<file path="src/inc/pcv_pkg.sv">
// Package: constants and carrier types for program counter vectoring
`default_nettype none
package pcv_pkg;
  localparam int PC_W = 21;
  localparam int WORD_W = 16;
  localparam int BYTE_W = 8;
  localparam int SP_W = 5;
  localparam int STACK_DEPTH = 31;
  localparam int DATA_ADDR_W = 12;
  localparam int DATA_W = 8;
  localparam int CAUSE_W = 2;
  // Address space and vectors
  localparam logic [PC_W-1:0] RESET_VEC = 21'h000000;
  localparam logic [PC_W-1:0] HIGH_VEC = 21'h000008;
  localparam logic [PC_W-1:0] LOW_VEC = 21'h000018;
  localparam logic [PC_W-1:0] INSTR_BYTES = 21'h000002;
  localparam logic [PC_W-1:0] SPACE_TOP = 21'h1FFFFF;
  // On-chip program memory size range, in bytes
  localparam int PROG_BYTES_MIN = 32768;
  localparam int PROG_BYTES_MAX = 131072;
  localparam int PROG_BYTES_DEF = 131072;
  // Reset values and the full stack pointer
  localparam logic [SP_W-1:0] SP_EMPTY = 5'h00;
  localparam logic [SP_W-1:0] SP_FULL = 5'h1F;
  localparam logic [WORD_W-1:0] NOP_WORD = 16'h0000;
  localparam logic [PC_W-1:0] PC_ZERO = 21'h000000;
  localparam logic [DATA_ADDR_W-1:0] DADDR_ZERO = 12'h000;
  localparam logic [DATA_W-1:0] DATA_ZERO = 8'h00;
  localparam logic [CAUSE_W-1:0] CAUSE_NONE = 2'h0;
  // Field positions of the stored counter
  localparam int TOS_LOW_LSB = 0;
  localparam int TOS_HIGH_LSB = 8;
  localparam int TOS_UPPER_LSB = 16;
  localparam int TOS_UPPER_W = 5;

  typedef enum logic [2:0] {
    ST_BOOT = 3'b001,
    ST_RUN = 3'b010,
    ST_SLEEP = 3'b100
  } pcv_state_t;

  typedef struct packed {
    logic rd;
    logic [PC_W-1:0] addr;
  } pcv_fetch_req_t;

  typedef struct packed {
    logic valid;
    logic [WORD_W-1:0] word;
  } pcv_fetch_rsp_t;

  typedef struct packed {
    logic clear;
    logic push;
    logic pop;
    logic [PC_W-1:0] value;
  } pcv_stack_cmd_t;
endpackage : pcv_pkg
`default_nettype wire

</file>
<file path="src/hw/pcv_return_stack.sv">
// Hardware return stack holding pushed program counter values
`default_nettype none
module pcv_return_stack (
  input wire logic clk,
  input wire logic rstn,
  input wire pcv_pkg::pcv_stack_cmd_t cmd,
  output logic [pcv_pkg::PC_W-1:0] tos,
  output logic [pcv_pkg::SP_W-1:0] ptr,
  output logic overflow,
  output logic underflow
);
  logic [pcv_pkg::PC_W-1:0] entry [1:pcv_pkg::STACK_DEPTH];
  logic [pcv_pkg::SP_W-1:0] ptr_up;
  logic [pcv_pkg::SP_W-1:0] ptr_dn;
  logic do_push;
  logic do_pop;

  assign ptr_up = ptr + 5'h01;
  assign ptr_dn = ptr - 5'h01;
  assign do_push = cmd.push && !cmd.clear && (ptr != pcv_pkg::SP_FULL);
  assign do_pop = cmd.pop && !cmd.clear && (ptr != pcv_pkg::SP_EMPTY);

  // Entry storage: a push writes the slot above the pointer
  genvar i;
  generate
    for (i = 1; i <= pcv_pkg::STACK_DEPTH; i++) begin : g_entry
      always_ff @(posedge clk or negedge rstn) begin
        if (!rstn) begin
          entry[i] <= pcv_pkg::PC_ZERO;
        end else if (do_push && (ptr_up == 5'(i))) begin
          entry[i] <= cmd.value;
        end
      end
    end
  endgenerate

  // Pointer and top copy
  always_ff @(posedge clk or negedge rstn) begin
    if (!rstn) begin
      ptr <= pcv_pkg::SP_EMPTY;
      tos <= pcv_pkg::PC_ZERO;
    end else if (cmd.clear) begin
      ptr <= pcv_pkg::SP_EMPTY;
      tos <= pcv_pkg::PC_ZERO;
    end else if (do_push) begin
      ptr <= ptr_up;
      tos <= cmd.value;
    end else if (do_pop) begin
      ptr <= ptr_dn;
      tos <= (ptr_dn == pcv_pkg::SP_EMPTY) ? pcv_pkg::PC_ZERO : entry[ptr_dn];
    end
  end

  // Sticky fault flags, cleared only by a device reset
  always_ff @(posedge clk or negedge rstn) begin
    if (!rstn) begin
      overflow <= 1'b0;
      underflow <= 1'b0;
    end else if (cmd.clear) begin
      overflow <= 1'b0;
      underflow <= 1'b0;
    end else begin
      if (cmd.push && ptr == pcv_pkg::SP_FULL) begin
        overflow <= 1'b1;
      end
      if (cmd.pop && ptr == pcv_pkg::SP_EMPTY) begin
        underflow <= 1'b1;
      end
    end
  end
endmodule : pcv_return_stack
`default_nettype wire

</file>
<file path="src/hw/pcv_fetch_port.sv">
// Program memory fetch port with zero fill above implemented memory
`default_nettype none
module pcv_fetch_port #(
  parameter int PROG_BYTES = pcv_pkg::PROG_BYTES_DEF
) (
  input wire logic clk,
  input wire logic rstn,
  input wire pcv_pkg::pcv_fetch_req_t req,
  input wire logic [pcv_pkg::WORD_W-1:0] prog_rdata,
  output logic prog_rd,
  output logic [pcv_pkg::PC_W-1:0] prog_addr,
  output pcv_pkg::pcv_fetch_rsp_t rsp
);
  localparam logic [pcv_pkg::PC_W-1:0] PROG_LIMIT = pcv_pkg::PC_W'(PROG_BYTES);
  logic in_range;

  // Address drive toward the program memory bus
  always_ff @(posedge clk or negedge rstn) begin
    if (!rstn) begin
      prog_rd <= 1'b0;
      prog_addr <= pcv_pkg::PC_ZERO;
      in_range <= 1'b0;
    end else begin
      prog_rd <= req.rd;
      if (req.rd) begin
        prog_addr <= req.addr;
        in_range <= (req.addr < PROG_LIMIT);
      end
    end
  end

  // Returned word; unimplemented space reads as a no-operation
  always_ff @(posedge clk or negedge rstn) begin
    if (!rstn) begin
      rsp.valid <= 1'b0;
      rsp.word <= pcv_pkg::NOP_WORD;
    end else begin
      rsp.valid <= prog_rd;
      if (prog_rd) begin
        rsp.word <= in_range ? prog_rdata : pcv_pkg::NOP_WORD;
      end
    end
  end
endmodule : pcv_fetch_port
`default_nettype wire

</file>
<file path="src/hw/pcv_core.sv">
// Program counter sequencing, vectoring and wake-up for the core
`default_nettype none
module pcv_core #(
  parameter int PROG_BYTES = pcv_pkg::PROG_BYTES_DEF
) (
  input wire logic clk,
  input wire logic rstn,
  input wire logic dev_reset_req,
  input wire logic step_req,
  input wire logic jump_req,
  input wire logic [pcv_pkg::PC_W-1:0] jump_target,
  input wire logic return_req,
  input wire logic sleep_req,
  input wire logic irq_high_flag,
  input wire logic irq_low_flag,
  input wire logic high_global_irq_enable,
  input wire logic low_global_irq_enable,
  input wire logic [pcv_pkg::WORD_W-1:0] prog_rdata,
  input wire logic data_req,
  input wire logic data_write,
  input wire logic [pcv_pkg::DATA_ADDR_W-1:0] data_addr_in,
  input wire logic [pcv_pkg::DATA_W-1:0] data_wdata_in,
  output logic [pcv_pkg::PC_W-1:0] program_counter,
  output logic prog_rd,
  output logic [pcv_pkg::PC_W-1:0] prog_addr,
  output logic [pcv_pkg::WORD_W-1:0] instr_word,
  output logic instr_valid,
  output logic data_rd,
  output logic data_wr,
  output logic [pcv_pkg::DATA_ADDR_W-1:0] data_addr,
  output logic [pcv_pkg::DATA_W-1:0] data_wdata,
  output logic [pcv_pkg::BYTE_W-1:0] stack_top_upper_byte,
  output logic [pcv_pkg::BYTE_W-1:0] stack_top_high_byte,
  output logic [pcv_pkg::BYTE_W-1:0] stack_top_low_byte,
  output logic [pcv_pkg::SP_W-1:0] return_stack_pointer,
  output logic stack_overflow,
  output logic stack_underflow,
  output logic asleep,
  output logic vector_taken,
  output logic [pcv_pkg::CAUSE_W-1:0] wake_cause
);
  pcv_pkg::pcv_state_t state;
  pcv_pkg::pcv_state_t next_state;
  logic [pcv_pkg::PC_W-1:0] next_pc;
  logic [pcv_pkg::PC_W-1:0] pc_plus;
  logic [pcv_pkg::PC_W-1:0] stack_tos;
  logic high_take;
  logic low_take;
  logic irq_any;
  logic gie_any;
  logic next_vector;
  logic wake_now;
  pcv_pkg::pcv_stack_cmd_t stack_cmd;
  pcv_pkg::pcv_fetch_req_t fetch_req;
  pcv_pkg::pcv_fetch_rsp_t fetch_rsp;

  // Interrupt qualification
  assign high_take = irq_high_flag && high_global_irq_enable;
  assign low_take = irq_low_flag && low_global_irq_enable;
  assign irq_any = irq_high_flag || irq_low_flag;
  assign gie_any = high_global_irq_enable || low_global_irq_enable;
  assign pc_plus = program_counter + pcv_pkg::INSTR_BYTES;

  // Next counter, state and stack command
  always_comb begin
    next_state = state;
    next_pc = program_counter;
    next_vector = 1'b0;
    wake_now = 1'b0;
    stack_cmd.clear = 1'b0;
    stack_cmd.push = 1'b0;
    stack_cmd.pop = 1'b0;
    stack_cmd.value = program_counter;
    fetch_req.rd = 1'b0;
    fetch_req.addr = program_counter;
    case (state)
      pcv_pkg::ST_BOOT: begin
        next_pc = pcv_pkg::RESET_VEC;
        next_state = pcv_pkg::ST_RUN;
      end
      pcv_pkg::ST_RUN: begin
        if (high_take) begin
          stack_cmd.push = 1'b1;
          next_pc = pcv_pkg::HIGH_VEC;
          next_vector = 1'b1;
        end else if (low_take) begin
          stack_cmd.push = 1'b1;
          next_pc = pcv_pkg::LOW_VEC;
          next_vector = 1'b1;
        end else if (sleep_req) begin
          next_state = pcv_pkg::ST_SLEEP;
        end else if (return_req) begin
          stack_cmd.pop = 1'b1;
          next_pc = {stack_tos[pcv_pkg::PC_W-1:1], 1'b0};
        end else if (jump_req) begin
          next_pc = {jump_target[pcv_pkg::PC_W-1:1], 1'b0};
        end else if (step_req) begin
          fetch_req.rd = 1'b1;
          next_pc = pc_plus;
        end
      end
      pcv_pkg::ST_SLEEP: begin
        if (irq_any) begin
          wake_now = 1'b1;
          next_state = pcv_pkg::ST_RUN;
          if (gie_any) begin
            stack_cmd.push = 1'b1;
            next_vector = 1'b1;
            if (irq_high_flag) begin
              next_pc = pcv_pkg::HIGH_VEC;
            end else begin
              next_pc = pcv_pkg::LOW_VEC;
            end
          end
        end
      end
      default: begin
        next_state = pcv_pkg::ST_BOOT;
        next_pc = pcv_pkg::RESET_VEC;
      end
    endcase
    if (dev_reset_req) begin
      next_state = pcv_pkg::ST_BOOT;
      next_pc = pcv_pkg::RESET_VEC;
      next_vector = 1'b0;
      wake_now = 1'b0;
      stack_cmd.clear = 1'b1;
      stack_cmd.push = 1'b0;
      stack_cmd.pop = 1'b0;
      fetch_req.rd = 1'b0;
    end
  end

  // State register
  always_ff @(posedge clk or negedge rstn) begin
    if (!rstn) begin
      state <= pcv_pkg::ST_BOOT;
    end else begin
      state <= next_state;
    end
  end

  // Program counter, 21 bits across the whole space
  always_ff @(posedge clk or negedge rstn) begin
    if (!rstn) begin
      program_counter <= pcv_pkg::RESET_VEC;
    end else begin
      program_counter <= next_pc & pcv_pkg::SPACE_TOP;
    end
  end

  // Sleep indication and vector pulse
  always_ff @(posedge clk or negedge rstn) begin
    if (!rstn) begin
      asleep <= 1'b0;
      vector_taken <= 1'b0;
    end else begin
      asleep <= (next_state == pcv_pkg::ST_SLEEP);
      vector_taken <= next_vector;
    end
  end

  // Records which flags ended sleep; the flags themselves are untouched
  always_ff @(posedge clk or negedge rstn) begin
    if (!rstn) begin
      wake_cause <= pcv_pkg::CAUSE_NONE;
    end else if (dev_reset_req) begin
      wake_cause <= pcv_pkg::CAUSE_NONE;
    end else if (wake_now) begin
      wake_cause <= {irq_high_flag, irq_low_flag};
    end
  end

  // Data memory bus, independent of the fetch bus
  always_ff @(posedge clk or negedge rstn) begin
    if (!rstn) begin
      data_rd <= 1'b0;
      data_wr <= 1'b0;
      data_addr <= pcv_pkg::DADDR_ZERO;
      data_wdata <= pcv_pkg::DATA_ZERO;
    end else begin
      data_rd <= data_req && !data_write && !asleep;
      data_wr <= data_req && data_write && !asleep;
      if (data_req) begin
        data_addr <= data_addr_in;
        data_wdata <= data_wdata_in;
      end
    end
  end

  // Top-of-stack bytes follow the stack copy
  always_comb begin
    stack_top_low_byte = stack_tos[pcv_pkg::TOS_LOW_LSB +: pcv_pkg::BYTE_W];
    stack_top_high_byte = stack_tos[pcv_pkg::TOS_HIGH_LSB +: pcv_pkg::BYTE_W];
    stack_top_upper_byte = {3'h0, stack_tos[pcv_pkg::TOS_UPPER_LSB +: pcv_pkg::TOS_UPPER_W]};
  end

  assign instr_word = fetch_rsp.word;
  assign instr_valid = fetch_rsp.valid;

  pcv_return_stack u_stack (
    .clk(clk),
    .rstn(rstn),
    .cmd(stack_cmd),
    .tos(stack_tos),
    .ptr(return_stack_pointer),
    .overflow(stack_overflow),
    .underflow(stack_underflow)
  );

  pcv_fetch_port #(
    .PROG_BYTES(PROG_BYTES)
  ) u_fetch (
    .clk(clk),
    .rstn(rstn),
    .req(fetch_req),
    .prog_rdata(prog_rdata),
    .prog_rd(prog_rd),
    .prog_addr(prog_addr),
    .rsp(fetch_rsp)
  );
endmodule : pcv_core
`default_nettype wire

</file>
<file path="config.mk">
export PLATFORM = sky130hd
export DESIGN_NAME = pcv_core
export DESIGN_NICKNAME = d
export VERILOG_FILES = /design/src/inc/pcv_pkg.sv /design/src/hw/pcv_return_stack.sv /design/src/hw/pcv_fetch_port.sv /design/src/hw/pcv_core.sv
export SDC_FILE = /design/constraint.sdc
export NUM_CORES = 1
export LEC_CHECK = 0
export BUFFER_PORTS_ARGS = -buffer_cell sky130_fd_sc_hd__buf_2
export CAP_MARGIN = 40
export CORE_ASPECT_RATIO = 0.5
export CORE_MARGIN = 2
export CORE_UTILIZATION = 40
export CTS_CLUSTER_SIZE = 25
export DETAILED_ROUTE_END_ITERATION = 10
export HOLD_SLACK_MARGIN = 0.05
export PLACE_DENSITY = 0.52
export SYNTH_ARGS = -nofsm -noshare
export SYNTH_HDL_FRONTEND = slang
export SYNTH_SLANG_ARGS = --single-unit
</file>
<file path="constraint.sdc">
create_clock -name clk -period 4.75 [get_ports clk]
set_input_delay 1.425 -clock clk [delete_from_list [all_inputs] [get_ports clk]]
set_output_delay 1.425 -clock clk [all_outputs]
set_load 0.02 [all_outputs]
</file>
Yosys cells after proc, flatten, opt, wreduce, memory -nomap -nowiden. Cells that the tools add are included.

Register bits: 769. Latch bits: 0. Bits in writable memories: 0. Bits in read-only memories: 0. Bits of input ports: 70. Output and inout port bits: 117. Logic and storage cells: 209. Memories: 0.

Add/subtract/negate cells: 3. Multipliers: 0. Divide/modulo/power cells: 0. Magnitude comparators: 2. Eq/ne operators: 41. Shift operators: 0. Multiplexer cells: 57. Bitwise logic cells: 1. Reductions and logical operators: 56.

Operators by type and width (count): 21-bit 2-to-1 mux (15); 21-bit binary-select mux with 5-bit select (1); 5-bit == test, second input constant (17); 1-bit logical AND (43); 21-bit case mux with 2 select lines (1); 5-bit by 4-bit == test with 1-bit output, second input constant (8); 1-bit 2-to-1 mux (25); 21-bit by 2-bit adder with 21-bit output, second input constant (1); 21-bit by 18-bit less-than comparator with 1-bit output, second input constant (1); 5-bit by 3-bit == test with 1-bit output, second input constant (4); 5-bit 2-to-1 mux (4); 3-bit 2-to-1 mux (6); 16-bit 2-to-1 mux (1); 5-bit by 2-bit == test with 1-bit output, second input constant (2); 5-bit zero test (2); 5-bit != test, second input constant (2); 3-bit case mux with 3 select lines (1); 7-bit != test, second input constant (1); 3-bit == test, second input constant (2); 6-bit greater-or-equal comparator, second input constant (1); 3-bit != test, second input constant (2); 5-bit inverter with 6-bit output (1); 2-bit nonzero test (3); 5-bit by 1-bit adder with 5-bit output, second input constant (1); other kinds (11) (15).

Longest topological paths before layout.
Depth after elaboration: 12. Gate-level depth with buffers: 14. Depth with buffers taken out: 8.

By module. A second synthesis with hierarchy kept.

Cell total of the unflattened synthesis: 2628. Area, all modules: 36236.0 um^2.

Modules (own cells, without submodules): pcv_return_stack (times used 1, cells each 2195, area an instance 31641.6 um^2, seq. area each 16991.3 um^2); pcv_core (times used 1, cells each 315, area an instance 2995.4 um^2, seq. area each 1227.4 um^2); pcv_fetch_port (times used 1, cells each 118, area an instance 1599.0 um^2, seq. area each 1001.0 um^2).

Worst setup path after synthesis. Ideal clock, no wire load.

Path kind: flip-flop to flip-flop. From: register u_stack.ptr[0] (netlist bit). To: register u_stack.tos[11] (netlist bit). Library setup time: 0.110 ns. Arrival time: 3.379 ns. Data required time: 4.640 ns. Slack: 1.261 ns. Cell stages (with the launch flop): 15. Buffers on the path: 7. Clock period less this slack: 3.489 ns. Cell sequence: dfrtp_1 -> buf_4 -> buf_6 -> buf_4 -> clkinv_1 -> clkbuf_1 -> ha_1 -> buf_4 -> buf_2 -> buf_1 -> mux4_2 -> nand2_1 -> nand3_1 -> o21ai_0 -> o41ai_1.

Longest elaborated chain between the ends: 9. Elaborated cells between the ends (all ways): 15. Classes of those cells: add/sub: 1; eq/ne: 1; mux: 7; bitwise: 1; reduce/logical: 5.

RTL lines: start: declaration (line pcv_return_stack.sv:8) `output logic [pcv_pkg::SP_W-1:0] ptr,`; start signal: assignment (line pcv_return_stack.sv:40) `ptr <= pcv_pkg::SP_EMPTY;`; start signal: assignment (line pcv_return_stack.sv:43) `ptr <= pcv_pkg::SP_EMPTY;`; start signal: assignment (line pcv_return_stack.sv:46) `ptr <= ptr_up;`; 5-bit by 1-bit subtractor with 5-bit output (line pcv_return_stack.sv:19) `assign ptr_dn = ptr - 5'h01;`; 5-bit inverter with 6-bit output (not written as such) (line pcv_return_stack.sv:50) `tos <= (ptr_dn == pcv_pkg::SP_EMPTY) ? pcv_pkg::PC_ZERO : entry[ptr_dn];`; 21-bit binary-select mux with 5-bit select (line pcv_return_stack.sv:50); 21-bit 2-to-1 mux (not written as such) (2 in series) (line pcv_return_stack.sv:50); 21-bit 2-to-1 mux (line pcv_return_stack.sv:50); 21-bit 2-to-1 mux (line pcv_return_stack.sv:48) `end else if (do_pop) begin`; 21-bit 2-to-1 mux (line pcv_return_stack.sv:45) `end else if (do_push) begin`; 21-bit 2-to-1 mux (line pcv_return_stack.sv:42) `end else if (cmd.clear) begin`; end signal: assignment (line pcv_return_stack.sv:44) `tos <= pcv_pkg::PC_ZERO;`; end signal: assignment (line pcv_return_stack.sv:47) `tos <= cmd.value;`; end signal: assignment (line pcv_return_stack.sv:50); end: declaration (line pcv_return_stack.sv:7) `output logic [pcv_pkg::PC_W-1:0] tos,`.

Parallel ways exist; a longest one is shown, timed or not. The select of a mux whose other input is x is not followed. A chain may end at the register's enable or synchronous reset.

Worst setup path after layout.
From: register u_stack.ptr[0] (netlist bit). To: register u_stack.entry[479] (netlist bit).

Longest elaborated chain between the ends: 3. Elaborated cells between the ends (all ways): 5. Classes of those cells: add/sub: 1; eq/ne: 2; reduce/logical: 2.

RTL lines: 5-bit by 1-bit adder with 5-bit output / 5-bit != test (equally long branches) (line pcv_return_stack.sv:18, pcv_return_stack.sv:20); 5-bit by 4-bit == test with 1-bit output / 1-bit logical AND (equally long branches) (line pcv_return_stack.sv:30, pcv_return_stack.sv:20); 1-bit logical AND * (line pcv_return_stack.sv:30) `end else if (do_push && (ptr_up == 5'(i))) begin`; end signal: indexed assignment (line pcv_return_stack.sv:29) `entry[i] <= pcv_pkg::PC_ZERO;`; end signal: indexed assignment (line pcv_return_stack.sv:31) `entry[i] <= cmd.value;`; end: declaration (line pcv_return_stack.sv:12) `logic [pcv_pkg::PC_W-1:0] entry [1:pcv_pkg::STACK_DEPTH];`.

Mark *: on every way between the ends. The rest lies on a longest branch, timed or not.

==> flow_summary.json <==
{
  "place_hpwl_um": 59900,
  "seq_area_frac_synth_pct": 53.8,
  "ctsResizeCount": 0,
  "clkPwrFrac_pct": 40.8,
  "status": "completed",
  "cts_tree": "built",
  "htree_levels": 3,
  "tightestPinTransition_ps": 900,
  "fmax_mhz": 268,
  "synth_cell_types": 69,
  "grt_max_degree": 97,
  "crit_fanout": 11,
  "cts_sinks": 736,
  "hold_slack_ps": 469,
  "crit_start": "u_stack.ptr[0]",
  "worstPathRequired_ps": 5270,
  "clk_pin_slew_ps": 70,
  "grt_pass1_vias": 21800,
  "area_growth_pct": 14.0,
  "synth_common_cells": "735 x dfrtp_1, 632 x mux2_2, 190 x nand2_1",
  "ff2ff_path_depth": 9,
  "grt-ovfl-total": 0,
  "core_um2": 84400,
  "yosys_warnings": 0,
  "cap_violations": 0,
  "dominantRegCellSynth": "dfrtp_1",
  "finalMaxSlewViolations": 0,
  "ctsHoldBuffers": 0,
  "relSlewSlack_pct": 40.0,
  "antenna_left": 0,
  "synth_area_um2": 34300,
  "drt_iter0_drc": 1384,
  "synth_most_common_cell": "dfrtp_1",
  "place_area_um2": 36600,
  "hold_viol": 0,
  "reg2reg_from": "u_stack.ptr[0]",
  "clkLatencyLatePin_ps": 660,
  "power.switching_fraction_pct": 29.0,
  "drt-total-wl_um": 94900,
  "r2r_slack_ps": 1020,
  "yosysTopAreaCell": "dfrtp_1",
  "grtUsageTotal_pct": 21.8,
  "via_count": 21300,
  "power_switching_mw": 4.35,
  "min_period_ps": 3730,
  "skew_ps": 36.6,
  "pwr-share-comb_pct": 16.6,
  "antenna_found_initial": 2,
  "synth_edf_count": 0,
  "syn_inst": 2509,
  "wire_per_inst_um": 24.9,
  "drive_gt1_share_pct": 46.2,
  "p_int_mw": 10.6,
  "endpoint_kind": "register",
  "fillers": 7579,
  "rsz0062_at_grt": "false",
  "start_util_pct": 40.6,
  "grt_pass1_wl_um": 143000,
  "total_leakage_power_nw": 18.6,
  "route.detailed.drc": 0,
  "ys_seq_elements": 736,
  "start_kind": "register",
  "synth.area.top_cells": "dfrtp_1 54%, mux2_2 21%, mux4_2 9.5%, nand2_1 2.1%, clkbuf_1 1.3%",
  "reg2reg_to": "u_stack.entry[479]",
  "synth_top_area_share_pct": 53.7,
  "post_cts_buffers": 0,
  "io_pins": 187,
  "postSynthAreaPerCell_um2": 13.7,
  "final_area_um2": 39100,
  "nNetsFinal": 2712,
  "peakVddDrop_mv": 0.237,
  "setup_violations": 0,
  "cts_buffers": 72,
  "clockBufferDepth": 3,
  "powerDensity_nw_per_um2": 383,
  "gp_congestion": 0.802,
  "arrival_ps": 4250,
  "die-area_um2": 88200,
  "synthArstFlopShare_pct": 100,
  "num_rows": 75,
  "fin_setup_tns_ps": 0,
  "dr.pass1.iters": 5,
  "cts_root_buf": "clkbuf_16",
  "die_y_um": 211,
  "p_seq_share_pct": 42.6,
  "crit_type": "register to register",
  "fp.dieW_um": 418,
  "hp-class": "register to register",
  "finalCritPeriodShare_pct": 78.5,
  "cp-endpoint": "u_stack.entry[479]",
  "viasPerCell": 5.60,
  "port-buffer-count": 180
}
power groups by stage:
stage	registers (mW)	logic, mW	clock network (mW)
floorplan	6.53	1.25	0
global placement	6.50	2.47	0
detailed placement	6.50	2.52	0
CTS	6.38	2.52	6.27
global route	6.39	2.64	6.53
finish	6.38	2.49	6.11
through the flow:
stage | power (mW) | utilization (%) | setup WS, ps | cells
3_3_place_gp | 8.97 | 43.3 | 578 | 3672
2_1_floorplan | 7.79 | - | 1260 | 2513
6_report | 15.0 | 46.3 | 1020 | 3804
4_1_cts | 15.2 | 46.3 | 1020 | 3801
5_1_grt | 15.6 | 46.3 | 897 | 3802
3_5_place_dp | 9.02 | 43.4 | 650 | 3675
state kept, by name, summed over array words and instances (netlist names):
name,cells
data_wdata,8
u_fetch.prog_addr,20
u_fetch.rsp,17
u_stack.ptr,5
u_fetch.in_range,1
data_addr,12
u_stack.entry,620
data_rd,1
data_wr,1
u_stack.tos,21
vector_taken,1
program_counter,20
wake_cause,2
state,3
u_stack.overflow,1
u_fetch.prog_rd,1
asleep,1
u_stack.underflow,1
worst min-delay path by stage:
stage	start	end	slack [ps]	cells past startpoint
6_report	u_fetch.prog_addr[6]	u_fetch.prog_addr[6]	470	2
5_1_grt	u_stack.tos[0]	u_stack.tos[0]	490	1
4_1_cts	u_fetch.prog_addr[8]	u_fetch.prog_addr[8]	470	2
3_5_place_dp	u_fetch.prog_addr[11]	u_fetch.prog_addr[11]	460	2
3_3_place_gp	u_fetch.prog_addr[12]	u_fetch.prog_addr[12]	450	2
2_1_floorplan	u_stack.entry[230]	u_stack.entry[230]	450	1
placed cells by master, fill, tap and decap left out, types with 6 or more instances in the layout:
| cell | count |
|---|---|
| and2_1 | 16 |
| nor2_2 | 15 |
| buf_2 | 180 |
| buf_12 | 15 |
| clkinv_2 | 14 |
| mux2_2 | 632 |
| o21ai_0 | 90 |
| o31ai_1 | 6 |
| ha_1 | 7 |
| a21oi_1 | 39 |
| mux2_1 | 8 |
| inv_1 | 24 |
| bufinv_16 | 9 |
| mux2i_1 | 28 |
| clkbuf_1 | 8 |
| mux4_2 | 144 |
| nor2b_1 | 6 |
| nor3_1 | 8 |
| a221o_1 | 15 |
| nor2_1 | 45 |
| a22oi_1 | 8 |
| xor2_1 | 9 |
| nand2_1 | 190 |
| dfrtp_1 | 734 |
| clkbuf_16 | 74 |
| or3_1 | 6 |
| o41ai_1 | 15 |
| and3_1 | 6 |
| xnor2_1 | 10 |
| buf_4 | 109 |
| a211oi_1 | 20 |
| nand3_1 | 78 |
| clkbuf_8 | 11 |
kinds of logic after synthesis:
family,count (synthesis),share of synthesized area [%]
muxes,812,31.3
buffers and inverters,287,3.99
and+or+nand+nor,408,5.58
DFF,736,53.8
AOI/OAI and AO/OA,234,4.46
adders and majority gates,8,0.292
xor gates and xnor gates,23,0.588
other,1,0.0109
critical path: stages (launching register included):
cell and delay [ps]:
dfrtp_4 580, ha_1 300, and3_1 210, ha_1 260, a211o_1 300, nor3_4 440, and3_1 300, nand2_1 490
buf_4 420, mux2_2 280
cell type report:
class / instances / area [um^2] / share of cell area, %
sequential: 736 / 18400 / 47.2
multi-input combinational: 1490 / 14600 / 37.4
timing repair buffer: 308 / 2080 / 5.33
clock buffer: 93 / 2030 / 5.20
tap: 1116 / 1400 / 3.57
clock inverter: 33 / 432 / 1.11
inverter: 26 / 97.6 / 0.250
antenna: 2 / 5.00 / 0.0128
metal layers:
layer / vias up / global-route usage [%] / share of wire, %
met4: 2 / 5.71 / 2.1
met1: 11500 / 31.6 / 48
met5: - / 0 / 0.014
met2: 379 / 34.1 / 46
met3: 112 / 3.58 / 4.2
li1: 9331 / - / -
(Power assumes the default switching activity.)
